### config.mk
export PLATFORM = sky130hd
export DESIGN_NAME = branch_exit_io_instr_exec
export DESIGN_NICKNAME = d
export VERILOG_FILES = /design/src/core/bx_exec_pkg.sv /design/src/core/branch_exit_io_instr_exec.sv
export VERILOG_INCLUDE_DIRS = /design/src /design/src/core
export SDC_FILE = /design/constraint.sdc
export NUM_CORES = 1
export LEC_CHECK = 0
export ABC_AREA = 1
export BUFFER_PORTS_ARGS = -buffer_cell sky130_fd_sc_hd__buf_2
export CORE_UTILIZATION = 36
export CTS_CLUSTER_SIZE = 30
export DETAILED_ROUTE_END_ITERATION = 6
export PLACE_DENSITY = 0.61
export SLEW_MARGIN = 20
export SYNTH_ARGS = -nofsm -noshare
export SYNTH_HDL_FRONTEND = slang
export SYNTH_SLANG_ARGS = --single-unit
### constraint.sdc
create_clock -name i_clk_sys -period 11.8 [get_ports i_clk_sys]
set_clock_uncertainty 0.2 [all_clocks]
set_input_delay 1.77 -clock i_clk_sys [delete_from_list [all_inputs] [get_ports i_clk_sys]]
set_output_delay 1.77 -clock i_clk_sys [all_outputs]
set_load 0.02 [all_outputs]
### src/core/bx_exec_cfg.svh
// Constants for the branch, exit and I/O execution block
`ifndef BX_EXEC_CFG_SVH
`define BX_EXEC_CFG_SVH
// Widths and register byte lanes
`define GPR_W      24
`define ADDR_W     20
`define GA_BX      23:16
`define GA_B0      15:8
`define GA_B1      7:0
`define GA_B01     15:0
`define GA_ADR     19:0
// Instruction fields, bit 0 of the manual is bit 15 here
`define F_TOP      15
`define F_TOP2     15:14
`define F_MAJ      15:11
`define F_R2       14:12
`define F_MHI      13:12
`define F_ZBIT     11
`define F_R1       10:8
`define F_RSEL     10:9
`define F_N        8
`define F_MLO      7
`define F_LOW8     7:0
`define F_ELO      7:4
`define F_BAL_SUB  8:5
`define F_MAG      6:1
`define F_EXT      4:1
`define F_LOW4     3:0
`define F_SGN      0
// Opcode values
`define OPC_CNT    5'h17
`define BB_TOP     2'h3
`define BAL_SUB    4'h4
`define ADAPTER_IO_IMMEDIATE_MAJ   5'h00
`define REG_BRANCH_LINK_LO    8'h40
`define IOH_LO     8'h50
`define ADAPTER_IO_IMMEDIATE_LO    8'h70
`define IN_LO      4'hC
`define OUT_LO     4'h4
`define R_IAR      3'h0
`define BIT_MSB    3'h7
`define ADP_DIR    0
// Program levels
`define LVL_IO_MAX 3'h4
`define LVL_BG     3'h5
`define SVC_VEC    5'h08
// Invalid external addresses
`define INV_A_LO   7'h28
`define INV_A_HI   7'h2F
`define INV_B_LO   7'h49
`define INV_B_HI   7'h4F
`define INV_C_LO   7'h60
`define INV_C_HI   7'h6F
`define INV_IN     7'h78
`define INV_OUT    7'h75
// Register port map
`define RA_CTRL    4'h8
`define RA_STAT    4'h9
`define CT_LVL     2:0
`define CT_C       3
`define CT_Z       4
`define CTRL_RST   5'h05
`endif

### src/core/bx_exec_pkg.sv
// Types shared by the execution block
package bx_exec_pkg;
  typedef enum {ST_IDLE, ST_EXT_WAIT, ST_ADP_WAIT} exec_state_t;
  typedef logic [2:0]  level_t;
  typedef logic [23:0] gpr_t;
endpackage : bx_exec_pkg

### src/core/branch_exit_io_instr_exec.sv
// Executes counted and bit branches, links, exit and central/adapter I/O
`timescale 1ns/1ps
`include "bx_exec_cfg.svh"
module branch_exit_io_instr_exec (
  input  wire logic        i_clk_sys,
  input  wire logic        i_rst,
  input  wire logic        i_exec,        // One-cycle start of an instruction
  input  wire logic [15:0] i_instr,       // First halfword
  input  wire logic [15:0] i_instr2,      // Second halfword of 4-byte forms
  input  wire logic [4:0]  i_irq_pend,    // Pending request, bit k = level k+1
  input  wire logic [4:0]  i_irq_mask,    // Mask, bit k = level k+1
  input  wire logic [2:0]  i_resume_level,// Level that was interrupted
  input  wire logic [23:0] i_ext_rdata,   // External register read data
  input  wire logic        i_adp_ack,     // Adapter answer
  input  wire logic [23:0] i_adp_rdata,   // Adapter read data
  input  wire logic [3:0]  i_bus_addr,
  input  wire logic [23:0] i_bus_wdata,
  input  wire logic        i_bus_wr,
  input  wire logic        i_bus_rd,
  output logic      [23:0] o_bus_rdata,
  output logic             o_busy,
  output logic             o_done,
  output logic             o_ext_rd,
  output logic             o_ext_wr,
  output logic      [6:0]  o_ext_addr,
  output logic      [23:0] o_ext_wdata,
  output logic             o_adp_req,
  output logic      [15:0] o_adp_cmd,
  output logic      [23:0] o_adp_wdata,
  output logic             o_l1_req,
  output logic             o_l5_io_err,
  output logic             o_invalid_op,
  output logic             o_exit,
  output logic      [4:0]  o_clr_entered,
  output logic             o_supervisor_call_level4,
  output logic             o_group_load,
  output logic      [2:0]  o_group_sel,
  output logic             o_trace_pass,
  output logic      [2:0]  o_trace_level
);

  // ==========================================================
  // State and storage
  bx_exec_pkg::gpr_t        gpr_reg [0:7];  // Work registers, 0 is the pointer
  bx_exec_pkg::exec_state_t st_reg;         // Sequencer
  logic [4:0]               ctrl_reg;       // Level, C and Z latches
  logic [2:0]               idx_reg;        // Destination held across a wait
  logic                     adp_in_reg;     // Adapter transfer is an input
  logic [1:0]               err_reg;        // Last invalid-op / level-5 error

  // ==========================================================
  // Decode
  wire start    = i_exec && (st_reg == bx_exec_pkg::ST_IDLE);
  wire bal_sel  = i_instr[`F_MAJ] == `OPC_CNT && i_instr[`F_BAL_SUB] == `BAL_SUB;
  // Forms overlap; the link form wins over the counted form
  wire is_bal   = bal_sel;
  wire is_bct   = i_instr[`F_MAJ] == `OPC_CNT && i_instr[`F_MLO] && !bal_sel;
  wire is_bb    = i_instr[`F_TOP2] == `BB_TOP && i_instr[`F_ZBIT];
  wire rr_form  = !i_instr[`F_TOP] && !i_instr[`F_ZBIT];
  wire is_adapter_io_immediate_f = i_instr[`F_MAJ] == `ADAPTER_IO_IMMEDIATE_MAJ && i_instr[`F_LOW8] == `ADAPTER_IO_IMMEDIATE_LO;
  wire is_exit  = is_adapter_io_immediate_f && i_instr[`F_R1] == `R_IAR;
  wire is_adapter_io_immediate  = is_adapter_io_immediate_f && !is_exit;
  wire is_reg_branch_link  = rr_form && i_instr[`F_LOW8] == `REG_BRANCH_LINK_LO;
  wire is_ioh   = rr_form && i_instr[`F_LOW8] == `IOH_LO && !is_adapter_io_immediate_f;
  wire is_in    = rr_form && i_instr[`F_LOW4] == `IN_LO;
  wire is_out   = rr_form && i_instr[`F_LOW4] == `OUT_LO;

  // Register selects; odd select forces the low bit
  wire [2:0]  odd_idx = {i_instr[`F_RSEL], 1'b1};
  wire [2:0]  r1      = i_instr[`F_R1];
  wire [2:0]  r2      = i_instr[`F_R2];
  wire [2:0]  bal_idx = {1'b0, i_instr[`F_RSEL]};
  wire [23:0] odd_val = gpr_reg[odd_idx];
  wire [23:0] r1_val  = gpr_reg[r1];
  wire [23:0] r2_val  = gpr_reg[r2];
  wire [19:0] nsi     = gpr_reg[0][`GA_ADR];           // Already advanced
  wire [2:0]  lvl     = ctrl_reg[`CT_LVL];

  // ==========================================================
  // Relative target
  // Magnitude is six bits, so only 63 halfwords either way
  wire [19:0] disp_off = {13'h0000, i_instr[`F_MAG], 1'b0};
  wire [19:0] rel_tgt  = i_instr[`F_SGN] ? nsi - disp_off
                                         : nsi + disp_off;

  // ==========================================================
  // Counted branch: byte X passes through untouched
  wire [7:0]  cnt8    = odd_val[`GA_B0] - 8'h01;
  wire [15:0] cnt16   = odd_val[`GA_B01] - 16'h0001;
  wire        bct_n   = i_instr[`F_N];
  wire [23:0] bct_val = bct_n ? {odd_val[`GA_BX], cnt16}
                              : {odd_val[`GA_BX], cnt8, odd_val[`GA_B1]};
  wire        bct_take = bct_n ? (cnt16 != 16'h0000) : (cnt8 != 8'h00);

  // ==========================================================
  // Bit test: mask value 0 names the leftmost bit
  wire [2:0]  bb_m     = {i_instr[`F_MHI], i_instr[`F_MLO]};
  wire [7:0]  bb_byte  = i_instr[`F_N] ? odd_val[`GA_B1] : odd_val[`GA_B0];
  wire        bb_bit   = bb_byte[`BIT_MSB - bb_m];

  // ==========================================================
  // Central register I/O checks
  wire [6:0] eaddr   = {i_instr[`F_R2], i_instr[`F_ELO]};
  wire lvl_bad       = lvl > `LVL_IO_MAX;
  wire inv_com       = (eaddr >= `INV_A_LO && eaddr <= `INV_A_HI) ||
                       (eaddr >= `INV_B_LO && eaddr <= `INV_B_HI) ||
                       (eaddr >= `INV_C_LO && eaddr <= `INV_C_HI);
  wire inv_in        = inv_com || eaddr == `INV_IN;
  wire inv_out       = inv_com || eaddr == `INV_OUT;
  wire io_lvl_err    = (is_in || is_out || is_ioh || is_adapter_io_immediate) && lvl_bad;
  wire io_inv        = !lvl_bad && ((is_in && inv_in) || (is_out && inv_out));
  wire in_go         = is_in && !lvl_bad && !inv_in;
  wire out_go        = is_out && !lvl_bad && !inv_out;
  wire adp_go        = (is_ioh || is_adapter_io_immediate) && !lvl_bad;
  // Register form takes the command from R2, immediate from halfword two
  wire [15:0] adp_cmd = is_ioh ? r2_val[`GA_B01] : i_instr2;
  wire [2:0]  adp_idx = is_ioh ? r1 : r1;

  // ==========================================================
  // Exit: pick the next level, highest priority is level 1
  wire [4:0] svc_vec  = (lvl == `LVL_BG) ? `SVC_VEC : 5'h00;
  wire [4:0] pend_eff = (i_irq_pend | svc_vec) & ~i_irq_mask;
  wire       other    = |(i_irq_pend & ~i_irq_mask);

  function automatic logic [2:0] first_lvl(input logic [4:0] v);
    logic [2:0] r;
    r = `LVL_BG;
    for (int k = 4; k >= 0; k--)
    begin
      if (v[k])
      begin
        r = 3'(k + 1);
      end
    end
    return r;
  endfunction : first_lvl

  // With nothing eligible, level 5 resumes even after a call request
  wire [2:0] exit_next = first_lvl(pend_eff);
  wire [4:0] lvl_hot   = 5'(5'h01 << (lvl - 3'h1));

  // ==========================================================
  // Write ports: general port A and pointer port
  logic        a_we;
  logic [2:0]  a_idx;
  logic [23:0] a_val;
  logic        p_we;
  logic [19:0] p_val;

  // Port selection per instruction
  always_comb
  begin
    a_we  = 1'b0;
    a_idx = odd_idx;
    a_val = bct_val;
    p_we  = 1'b0;
    p_val = rel_tgt;
    if (st_reg == bx_exec_pkg::ST_EXT_WAIT)
    begin
      // Destination 0 makes this a branch
      a_we  = 1'b1;
      a_idx = idx_reg;
      a_val = i_ext_rdata;
    end
    else if (st_reg == bx_exec_pkg::ST_ADP_WAIT)
    begin
      // Byte X reads back as zero on adapter input
      a_we  = i_adp_ack && adp_in_reg;
      a_idx = idx_reg;
      a_val = {8'h00, i_adp_rdata[`GA_B01]};
    end
    else if (start && is_bct)
    begin
      a_we  = 1'b1;
      p_we  = bct_take;
    end
    else if (start && is_bb)
    begin
      p_we  = bb_bit;
    end
    else if (start && is_reg_branch_link)
    begin
      // Target was read before the link lands, so R1 = R2 works
      a_we  = r1 != `R_IAR;
      a_idx = r1;
      a_val = {4'h0, nsi};
      p_we  = r2 != `R_IAR;
      p_val = r2_val[`GA_ADR];
    end
    else if (start && is_bal)
    begin
      a_we  = bal_idx != `R_IAR;
      a_idx = bal_idx;
      a_val = {4'h0, nsi};
      p_we  = 1'b1;
      p_val = {i_instr[`F_EXT], i_instr2};
    end
  end

  // ==========================================================
  // Work registers; the pointer port wins over port A on register 0
  always_ff @(posedge i_clk_sys or posedge i_rst)
  begin
    if (i_rst)
    begin
      for (int k = 0; k < 8; k++)
      begin
        gpr_reg[k] <= 24'h000000;
      end
    end
    else
    begin
      if (i_bus_wr && !i_bus_addr[3])
      begin
        gpr_reg[i_bus_addr[2:0]] <= i_bus_wdata;
      end
      if (a_we)
      begin
        gpr_reg[a_idx] <= a_val;
      end
      if (p_we)
      begin
        gpr_reg[0] <= {4'h0, p_val}; // Whole new address, top nibble clear
      end
    end
  end

  // ==========================================================
  // Sequencer and held destination
  always_ff @(posedge i_clk_sys or posedge i_rst)
  begin
    if (i_rst)
    begin
      st_reg     <= bx_exec_pkg::ST_IDLE;
      idx_reg    <= 3'h0;
      adp_in_reg <= 1'b0;
    end
    else
    begin
      case (st_reg)
        bx_exec_pkg::ST_IDLE:
        begin
          if (start && in_go)
          begin
            st_reg  <= bx_exec_pkg::ST_EXT_WAIT;
            idx_reg <= r1;
          end
          else if (start && adp_go)
          begin
            st_reg     <= bx_exec_pkg::ST_ADP_WAIT;
            idx_reg    <= adp_idx;
            adp_in_reg <= adp_cmd[`ADP_DIR];
          end
        end
        bx_exec_pkg::ST_EXT_WAIT: st_reg <= bx_exec_pkg::ST_IDLE;
        bx_exec_pkg::ST_ADP_WAIT:
        begin
          // No timeout here: a silent adapter holds the block busy
          if (i_adp_ack)
          begin
            st_reg <= bx_exec_pkg::ST_IDLE;
          end
        end
        default: st_reg <= bx_exec_pkg::ST_IDLE;
      endcase
    end
  end

  // ==========================================================
  // Control latches; only software writes C and Z
  always_ff @(posedge i_clk_sys or posedge i_rst)
  begin
    if (i_rst)
    begin
      ctrl_reg <= `CTRL_RST;
    end
    else if (start && is_exit)
    begin
      ctrl_reg[`CT_LVL] <= exit_next;
    end
    else if (i_bus_wr && i_bus_addr == `RA_CTRL)
    begin
      ctrl_reg <= i_bus_wdata[4:0];
    end
  end

  // ==========================================================
  // Pulses and held outbound data
  always_ff @(posedge i_clk_sys or posedge i_rst)
  begin
    if (i_rst)
    begin
      o_done        <= 1'b0;
      o_ext_rd      <= 1'b0;
      o_ext_wr      <= 1'b0;
      o_ext_addr    <= 7'h00;
      o_ext_wdata   <= 24'h000000;
      o_adp_req     <= 1'b0;
      o_adp_cmd     <= 16'h0000;
      o_adp_wdata   <= 24'h000000;
      o_l1_req      <= 1'b0;
      o_l5_io_err   <= 1'b0;
      o_invalid_op  <= 1'b0;
      o_exit        <= 1'b0;
      o_clr_entered <= 5'h00;
      o_supervisor_call_level4      <= 1'b0;
      o_group_load  <= 1'b0;
      o_group_sel   <= `LVL_BG;
      o_trace_pass  <= 1'b0;
      o_trace_level <= `LVL_BG;
      err_reg       <= 2'h0;
    end
    else
    begin
      o_done        <= (start && !in_go && !adp_go)
                       || st_reg == bx_exec_pkg::ST_EXT_WAIT
                       || (st_reg == bx_exec_pkg::ST_ADP_WAIT && i_adp_ack);
      o_ext_rd      <= start && in_go;
      o_ext_wr      <= start && out_go;
      o_adp_req     <= start && adp_go;
      o_l1_req      <= start && (io_lvl_err || io_inv);
      o_l5_io_err   <= start && io_lvl_err;
      o_invalid_op  <= start && io_inv;
      o_exit        <= start && is_exit;
      o_clr_entered <= (start && is_exit) ? lvl_hot : 5'h00;
      o_supervisor_call_level4      <= start && is_exit && lvl == `LVL_BG;
      o_group_load  <= start && is_exit;
      o_trace_pass  <= start && is_exit && other && lvl != `LVL_BG;
      if (start && (in_go || out_go))
      begin
        o_ext_addr  <= eaddr;
        o_ext_wdata <= r1_val;
      end
      if (start && adp_go)
      begin
        o_adp_cmd   <= adp_cmd;
        o_adp_wdata <= r1_val;
      end
      if (start && is_exit)
      begin
        o_group_sel   <= exit_next;
        o_trace_level <= i_resume_level;
      end
      if (start)
      begin
        err_reg <= {io_lvl_err, io_inv};
      end
    end
  end

  // ==========================================================
  // Register port read, data valid only the cycle after the strobe
  wire [23:0] rd_mux = !i_bus_addr[3] ? gpr_reg[i_bus_addr[2:0]] :
                       (i_bus_addr == `RA_CTRL) ? {19'h00000, ctrl_reg} :
                       (i_bus_addr == `RA_STAT) ? {18'h00000, o_group_sel, err_reg, o_busy} :
                       24'h000000;

  always_ff @(posedge i_clk_sys or posedge i_rst)
  begin
    if (i_rst)
    begin
      o_bus_rdata <= 24'h000000;
    end
    else
    begin
      o_bus_rdata <= i_bus_rd ? rd_mux : 24'h000000;
    end
  end

  assign o_busy = st_reg != bx_exec_pkg::ST_IDLE;
endmodule : branch_exit_io_instr_exec

; ---- After elaboration in Yosys (flattened, before gate mapping)
; Cells that the tools add are included.
[classes]
div_mod_pow = 0
n_lt_le_gt_ge = 15
addsub = 6
n_mul = 0
muxes = 76
reduce_logical = 90
bitwise = 11
n_shift = 1
n_eq_ne = 19
[ops]
columns = cell, count
row1 = $mux W24, 17
row2 = $bwmux W192, 2
row3 = $mux W192, 2
row4 = $bmux W24 S3, 4
row5 = $mux W20, 9
row6 = $demux W24 S3, 2
row7 = $mux W32, 3
row8 = $eq A32 B2 Y1 const B, 2
row9 = $logic_not A32 Y1, 2
row10 = $pmux W32 S2, 1
row11 = $logic_and A1 B1 Y1, 49
row12 = $mux W3, 13
row13 = $eq A32 B3 Y1 const B, 1
row14 = $mux W16, 2
row15 = $reduce_bool A32 Y1, 1
row16 = $eq A8 B7 Y1 const B, 3
row17 = $add A20 B7 Y20, 1
row18 = $ge A4 B4 Y1 const B, 5
row19 = $not A3 Y4, 5
row20 = $sub A20 B7 Y20, 1
row21 = $reduce_bool A16 Y1, 1
row22 = $sub A16 B1 Y16 const B, 1
row23 = $mux W1, 15
row24 = $eq A7 B7 Y1 const B, 2
row25 = 38 further kinds, 74
[totals]
input_bits = 127
n_memories = 0
ramBits = 0
latch_bits = 0
rom_bits = 0
register_bits = 351
out_inout_bits = 118
word_cells = 250

; ---- Depth between registers and ports, before layout
[depth]
ltp_word = 17
mapped_depth = 22
depth_no_buf = 21

; ---- Worst setup path after synthesis
; No wires, ideal clock.
[synth_timing]
path_kind = input -> register
from = in i_instr[1]
to = reg gpr_reg[180] (netlist name)
stages = 19
setup_slack_ns = 7.554
required_time_ns = 11.483
arrival_ns = 3.929
path_cell_list = inv_1 -> ha_1 -> o21ai_0 -> a21oi_1 -> a21oi_1 -> ha_1 -> a21oi_1 -> o21ai_0 -> a21oi_1 -> inv_1 -> nand2_1 -> nand2_1 -> nand3_1 -> nand2_1 -> or2_2 -> nand3_1 -> nand2_1 -> nand3_1 -> nand2_1
[synth_between]
elab_chain_len = 16
elab_cells_between_ends = 41
classes_between = add/sub: 2 / order compare: 2 / eq/ne: 1 / mux: 32 / bitwise: 1 / reduce/logical: 3
[synth_rtl]
columns = item, line_no
row1 = "start, declared", branch_exit_io_instr_exec.sv:8  ; input wire logic [15:0] i_instr,
row2 = $eq A8 B7 Y1 (no line), -
row3 = $logic_and A1 B1 Y1 (no line), -
row4 = $logic_and A1 B1 Y1, branch_exit_io_instr_exec.sv:181  ; else if (start && is_reg_branch_link)
row5 = $mux W3, branch_exit_io_instr_exec.sv:181
row6 = $mux W3, branch_exit_io_instr_exec.sv:177  ; else if (start && is_bb)
row7 = $mux W3, branch_exit_io_instr_exec.sv:172  ; else if (start && is_bct)
row8 = $mux W3, branch_exit_io_instr_exec.sv:165  ; else if (st_reg == bx_exec_pkg::ST_ADP_WAIT)
row9 = $mux W3, branch_exit_io_instr_exec.sv:158  ; if (st_reg == bx_exec_pkg::ST_EXT_WAIT)
row10 = $not A3 Y4 (not written as such), branch_exit_io_instr_exec.sv:219  ; gpr_reg[a_idx] <= a_val;
row11 = $ge A4 B4 Y1 (not written as such) or $lt A4 B1 Y1 (tied branches), branch_exit_io_instr_exec.sv:219
row12 = $logic_and A1 B1 Y1 (not written as such), branch_exit_io_instr_exec.sv:219
row13 = $mux W24 (not written as such), branch_exit_io_instr_exec.sv:219
row14 = $demux W24 S3, branch_exit_io_instr_exec.sv:219
row15 = $bwmux W192, branch_exit_io_instr_exec.sv:219
row16 = $mux W192, branch_exit_io_instr_exec.sv:217  ; if (a_we)
row17 = $mux W24 *, branch_exit_io_instr_exec.sv:221  ; if (p_we)
row18 = "end signal, assigned by index", branch_exit_io_instr_exec.sv:215  ; gpr_reg[i_bus_addr[2:0]] <= i_bus_wdata;
row19 = "end signal, assigned by index", branch_exit_io_instr_exec.sv:219
row20 = "end, declared", branch_exit_io_instr_exec.sv:44  ; bx_exec_pkg::gpr_t gpr_reg [0:7];
; Every way passes the cells marked *; elsewhere a longest branch is shown, timed or not.
; A chain may end at the register's enable or synchronous reset.

; ---- Final worst setup path
[layout_timing]
from = in i_instr[9]
to = reg gpr_reg[174] (netlist name)
[layout_between]
elab_chain_len = 15
elab_cells_between_ends = 46
classes_between = add/sub: 2 / order compare: 2 / mux: 35 / bitwise: 2 / reduce/logical: 5
[layout_rtl]
columns = item, line_no
row1 = $not A3 Y4 (not written as such), branch_exit_io_instr_exec.sv:73  ; wire [23:0] odd_val = gpr_reg[odd_idx];
row2 = $bmux W24 S3, branch_exit_io_instr_exec.sv:73
row3 = $mux W24 (not written as such) (2 in series), branch_exit_io_instr_exec.sv:73
row4 = $sub A16 B1 Y16, branch_exit_io_instr_exec.sv:89  ; wire [15:0] cnt16 = odd_val[`GA_B01] - 16'h0001;
row5 = $mux W16, branch_exit_io_instr_exec.sv:91  ; wire [23:0] bct_val = bct_n ? {odd_val[`GA_BX], cnt16}
row6 = $mux W24, branch_exit_io_instr_exec.sv:190  ; else if (start && is_bal)
row7 = $mux W24, branch_exit_io_instr_exec.sv:181
row8 = $mux W24, branch_exit_io_instr_exec.sv:177
row9 = $mux W24, branch_exit_io_instr_exec.sv:172
row10 = $mux W24, branch_exit_io_instr_exec.sv:165
row11 = $mux W24, branch_exit_io_instr_exec.sv:158
row12 = $bwmux W192, branch_exit_io_instr_exec.sv:219
row13 = $mux W192, branch_exit_io_instr_exec.sv:217
row14 = $mux W24 *, branch_exit_io_instr_exec.sv:221
; Every way passes the cells marked *; elsewhere a longest branch is shown, timed or not. The select of a mux whose other input is x is not followed.

==> run summary <==
status = finished with violations
failing checks = DRC
worst r2r path cells = 9
Final nets = 3448
critical path arrival = 5.59 ns
Skew-Pair Late Insertion Delay = 0.57 ns
overall power = 4.97 mW
vias = 24200
Worst Path Max Fanout = 91
vias in the first global route = 22300
Top FF cell, synth = dfrtp_1
Die Y = 249 um
Max Root-Sink Buffers = 3
Final Hold Vio Count = 0
delay of the slowest cell on the worst path = 0.79 ns
vias per cell = 5.89
Hold-fix buffers, CTS = 0
worst relative slew slack = 21.0%
Crit-path slowest cell = buf_4
PwrDens = 198 nW/um^2
Crit path depth = 19
Max H-tree Level = 2
maximum vdd ir drop = 0.123 mV
CP Class = primary input to flip-flop
Yosys warnings = 0
# rows = 90
clock root buffer = clkbuf_16
syn nets = 3319
CP cell instances = buf_4, buf_4, nand2_1, nand3_1, nand2_2, ha_1, nand2_1, nor2_1, nand3_1, inv_1, nand2_1, nand2_1, nor3_1, nand3_1, nand2_1, nand2_4, nand2_4, nand2_1, nand2_1
Mapped Cells = 3161
core area = 60400 sq um
initial DRC count = 3088
Area growth syn-to-layout = 14.3%
most frequent cells in the layout = nand2_1, o21ai_0, dfrtp_1, a21oi_1, inv_1
Unique masters post-synth = 57
Worst-path clk slew = 0.06 ns
Static Leakage = 12.3 nW
Worst path top cell family by delay = simple AND/OR/NAND/NOR gates
Worst Hold Class = flip-flop to flip-flop
TritonCTS buffer count = 39
post-route ant nets = 0
fmax = 0.189 GHz
CP dominant cell by count = nand2_1
Mapped Avg Cell Area = 6.96 sq um
pin count of the biggest net entering global routing = 152
DIE AREA = 62100 sq um
Final Critical Period = 5.29 ns
Mapped Area = 22000 sq um
CP startpoint kind = primary input
DRC viols = 1
period utilization = 44.8%
#FFs+latches synth = 321
Largest register FFs = 192
crit path buf inv count = 3
Hold Path Stages = 2
total grt overflow = 0
crit end category = flip-flop
Routed WL = 102000 um
fraction of layout cells with a size suffix above 1 = 14.1%
GRT Util Overall = 32.1%
hpwl dp = 71100 um
Hold WS = 0.260 ns
Port Buf Inserts = 236
CTS resizes = 0
gp weighted congestion = 0.998
CP required = 12.10 ns
DR pass1 iterations = 7
setup TNS = 0 ns
TritonCTS clock tree = built
Avg WL per Cell = 24.9 um
first-pass GRT wire length = 149000 um
antenna violations before repair = 4
asr flop ratio synth = 100%
sequential-to-total area share from yosys stat = 36.6%
CTS Sinks = 321
Initial Utilization = 36.4%
most common cell after layout, fill and taps aside = nand2_1
postcts setup bufs = 0
Post-synth EDFFs = 0
Max Cap Violations = 0
Slew Viols, Final = 0
I/O pin count = 245
RSZ-0062 raised after global routing = no
final setup fails = 0
Horiz. Die Dim = 249 um
Worst-Margin Slew = 1.17 ns
where the power goes:
group	switching, mW	leakage (nW)	total [mW]	internal (mW)
sequential	0.306	3.95	1.72	1.41
clock	0.524	0.684	1.33	0.810
combinational	1.28	7.65	1.92	0.640
total	2.11	12.3	4.97	2.86
tightest hold or removal path: stages (launching register included):
cell and delay, ns:
dfstp_2 0.36, nand2_1 0.05, nand2_1 0.04
cell type report:
class / count / area (sq um)
antenna: 5 / 12.5
inverter: 306 / 1160
clock inverter: 13 / 199
tap: 782 / 978
fill: 6367 / 35200
timing repair buffer: 288 / 1590
multi-input combinational: 2334 / 12000
clock buffer: 56 / 1190
sequential: 321 / 8040
synth_stat cells, types with 7 or more instances:
cell | number | share of area [%]
nand2_2 | 15 | 0.43
o21ai_1 | 60 | 1.4
o21ai_0 | 454 | 10
nand2_1 | 743 | 13
a221oi_1 | 48 | 1.9
o211ai_1 | 100 | 3.4
nor3_1 | 19 | 0.43
mux2i_1 | 12 | 0.55
nand4_1 | 11 | 0.31
dfrtp_1 | 315 | 36
xor2_1 | 12 | 0.48
inv_1 | 286 | 4.9
o22ai_1 | 11 | 0.31
o221ai_1 | 18 | 0.72
o21bai_1 | 7 | 0.24
ha_1 | 30 | 1.7
buf_4 | 8 | 0.27
clkbuf_1 | 127 | 2.2
a211oi_1 | 21 | 0.72
a21oi_1 | 295 | 6.7
buf_6 | 10 | 0.51
buf_1 | 13 | 0.22
inv_2 | 18 | 0.31
nand3_1 | 150 | 3.4
a22oi_1 | 13 | 0.44
or2_2 | 10 | 0.28
nor2_1 | 210 | 3.6
nor2_2 | 7 | 0.20
mux2_2 | 24 | 1.2
buf_2 | 42 | 0.96
path summary, 6_finish.rpt:
check,slack (ns),from,end
max in group asynchronous,8.81,i_rst,o_ext_addr[1]
hold / removal,0.26,o_trace_level[2],o_trace_level[2]
setup / recovery,6.51,i_instr[9],gpr_reg[174]
min in group asynchronous,1.10,i_rst,o_bus_rdata[3]
setup reg to reg,7.51,st_reg[0],gpr_reg[172]
hold reg to reg,0.26,o_trace_level[2],o_trace_level[2]
metrics by stage:
stage / worst slack [ns] / instance area, sq um / cells / util [%]
6_report: 6.51 / 25100 / 4105 / 41.6
5_1_grt: 6.32 / 25100 / 4102 / 41.6
4_1_cts: 6.67 / 25100 / 4098 / 41.6
3_5_place_dp: 6.10 / 23700 / 4029 / 39.3
3_3_place_gp: 6.13 / 23700 / 4029 / 39.3
2_1_floorplan: 0.955 / 22000 / 3161 / -
per-layer routing:
metal	vias up	track usage, %	wire, um
met5	-	0	137
met4	2	20.1	7330
met3	363	5.90	10100
met2	1434	49.5	43800
met1	11400	41.6	40800
li1	11000	-	-
cells by family (layout without fill, tap and decap cells):
family	Yosys count	in the layout	share of synthesized area, %
compound gates	1058	1058	27.4
xor+xnor	15	15	0.597
fa+ha+maj	31	31	1.80
buf+inv	506	663	9.37
flops	321	321	36.6
mux	36	36	1.78
other cells	0	5	0
simple gates	1194	1194	22.5
Power figures use the tool's default switching activity.
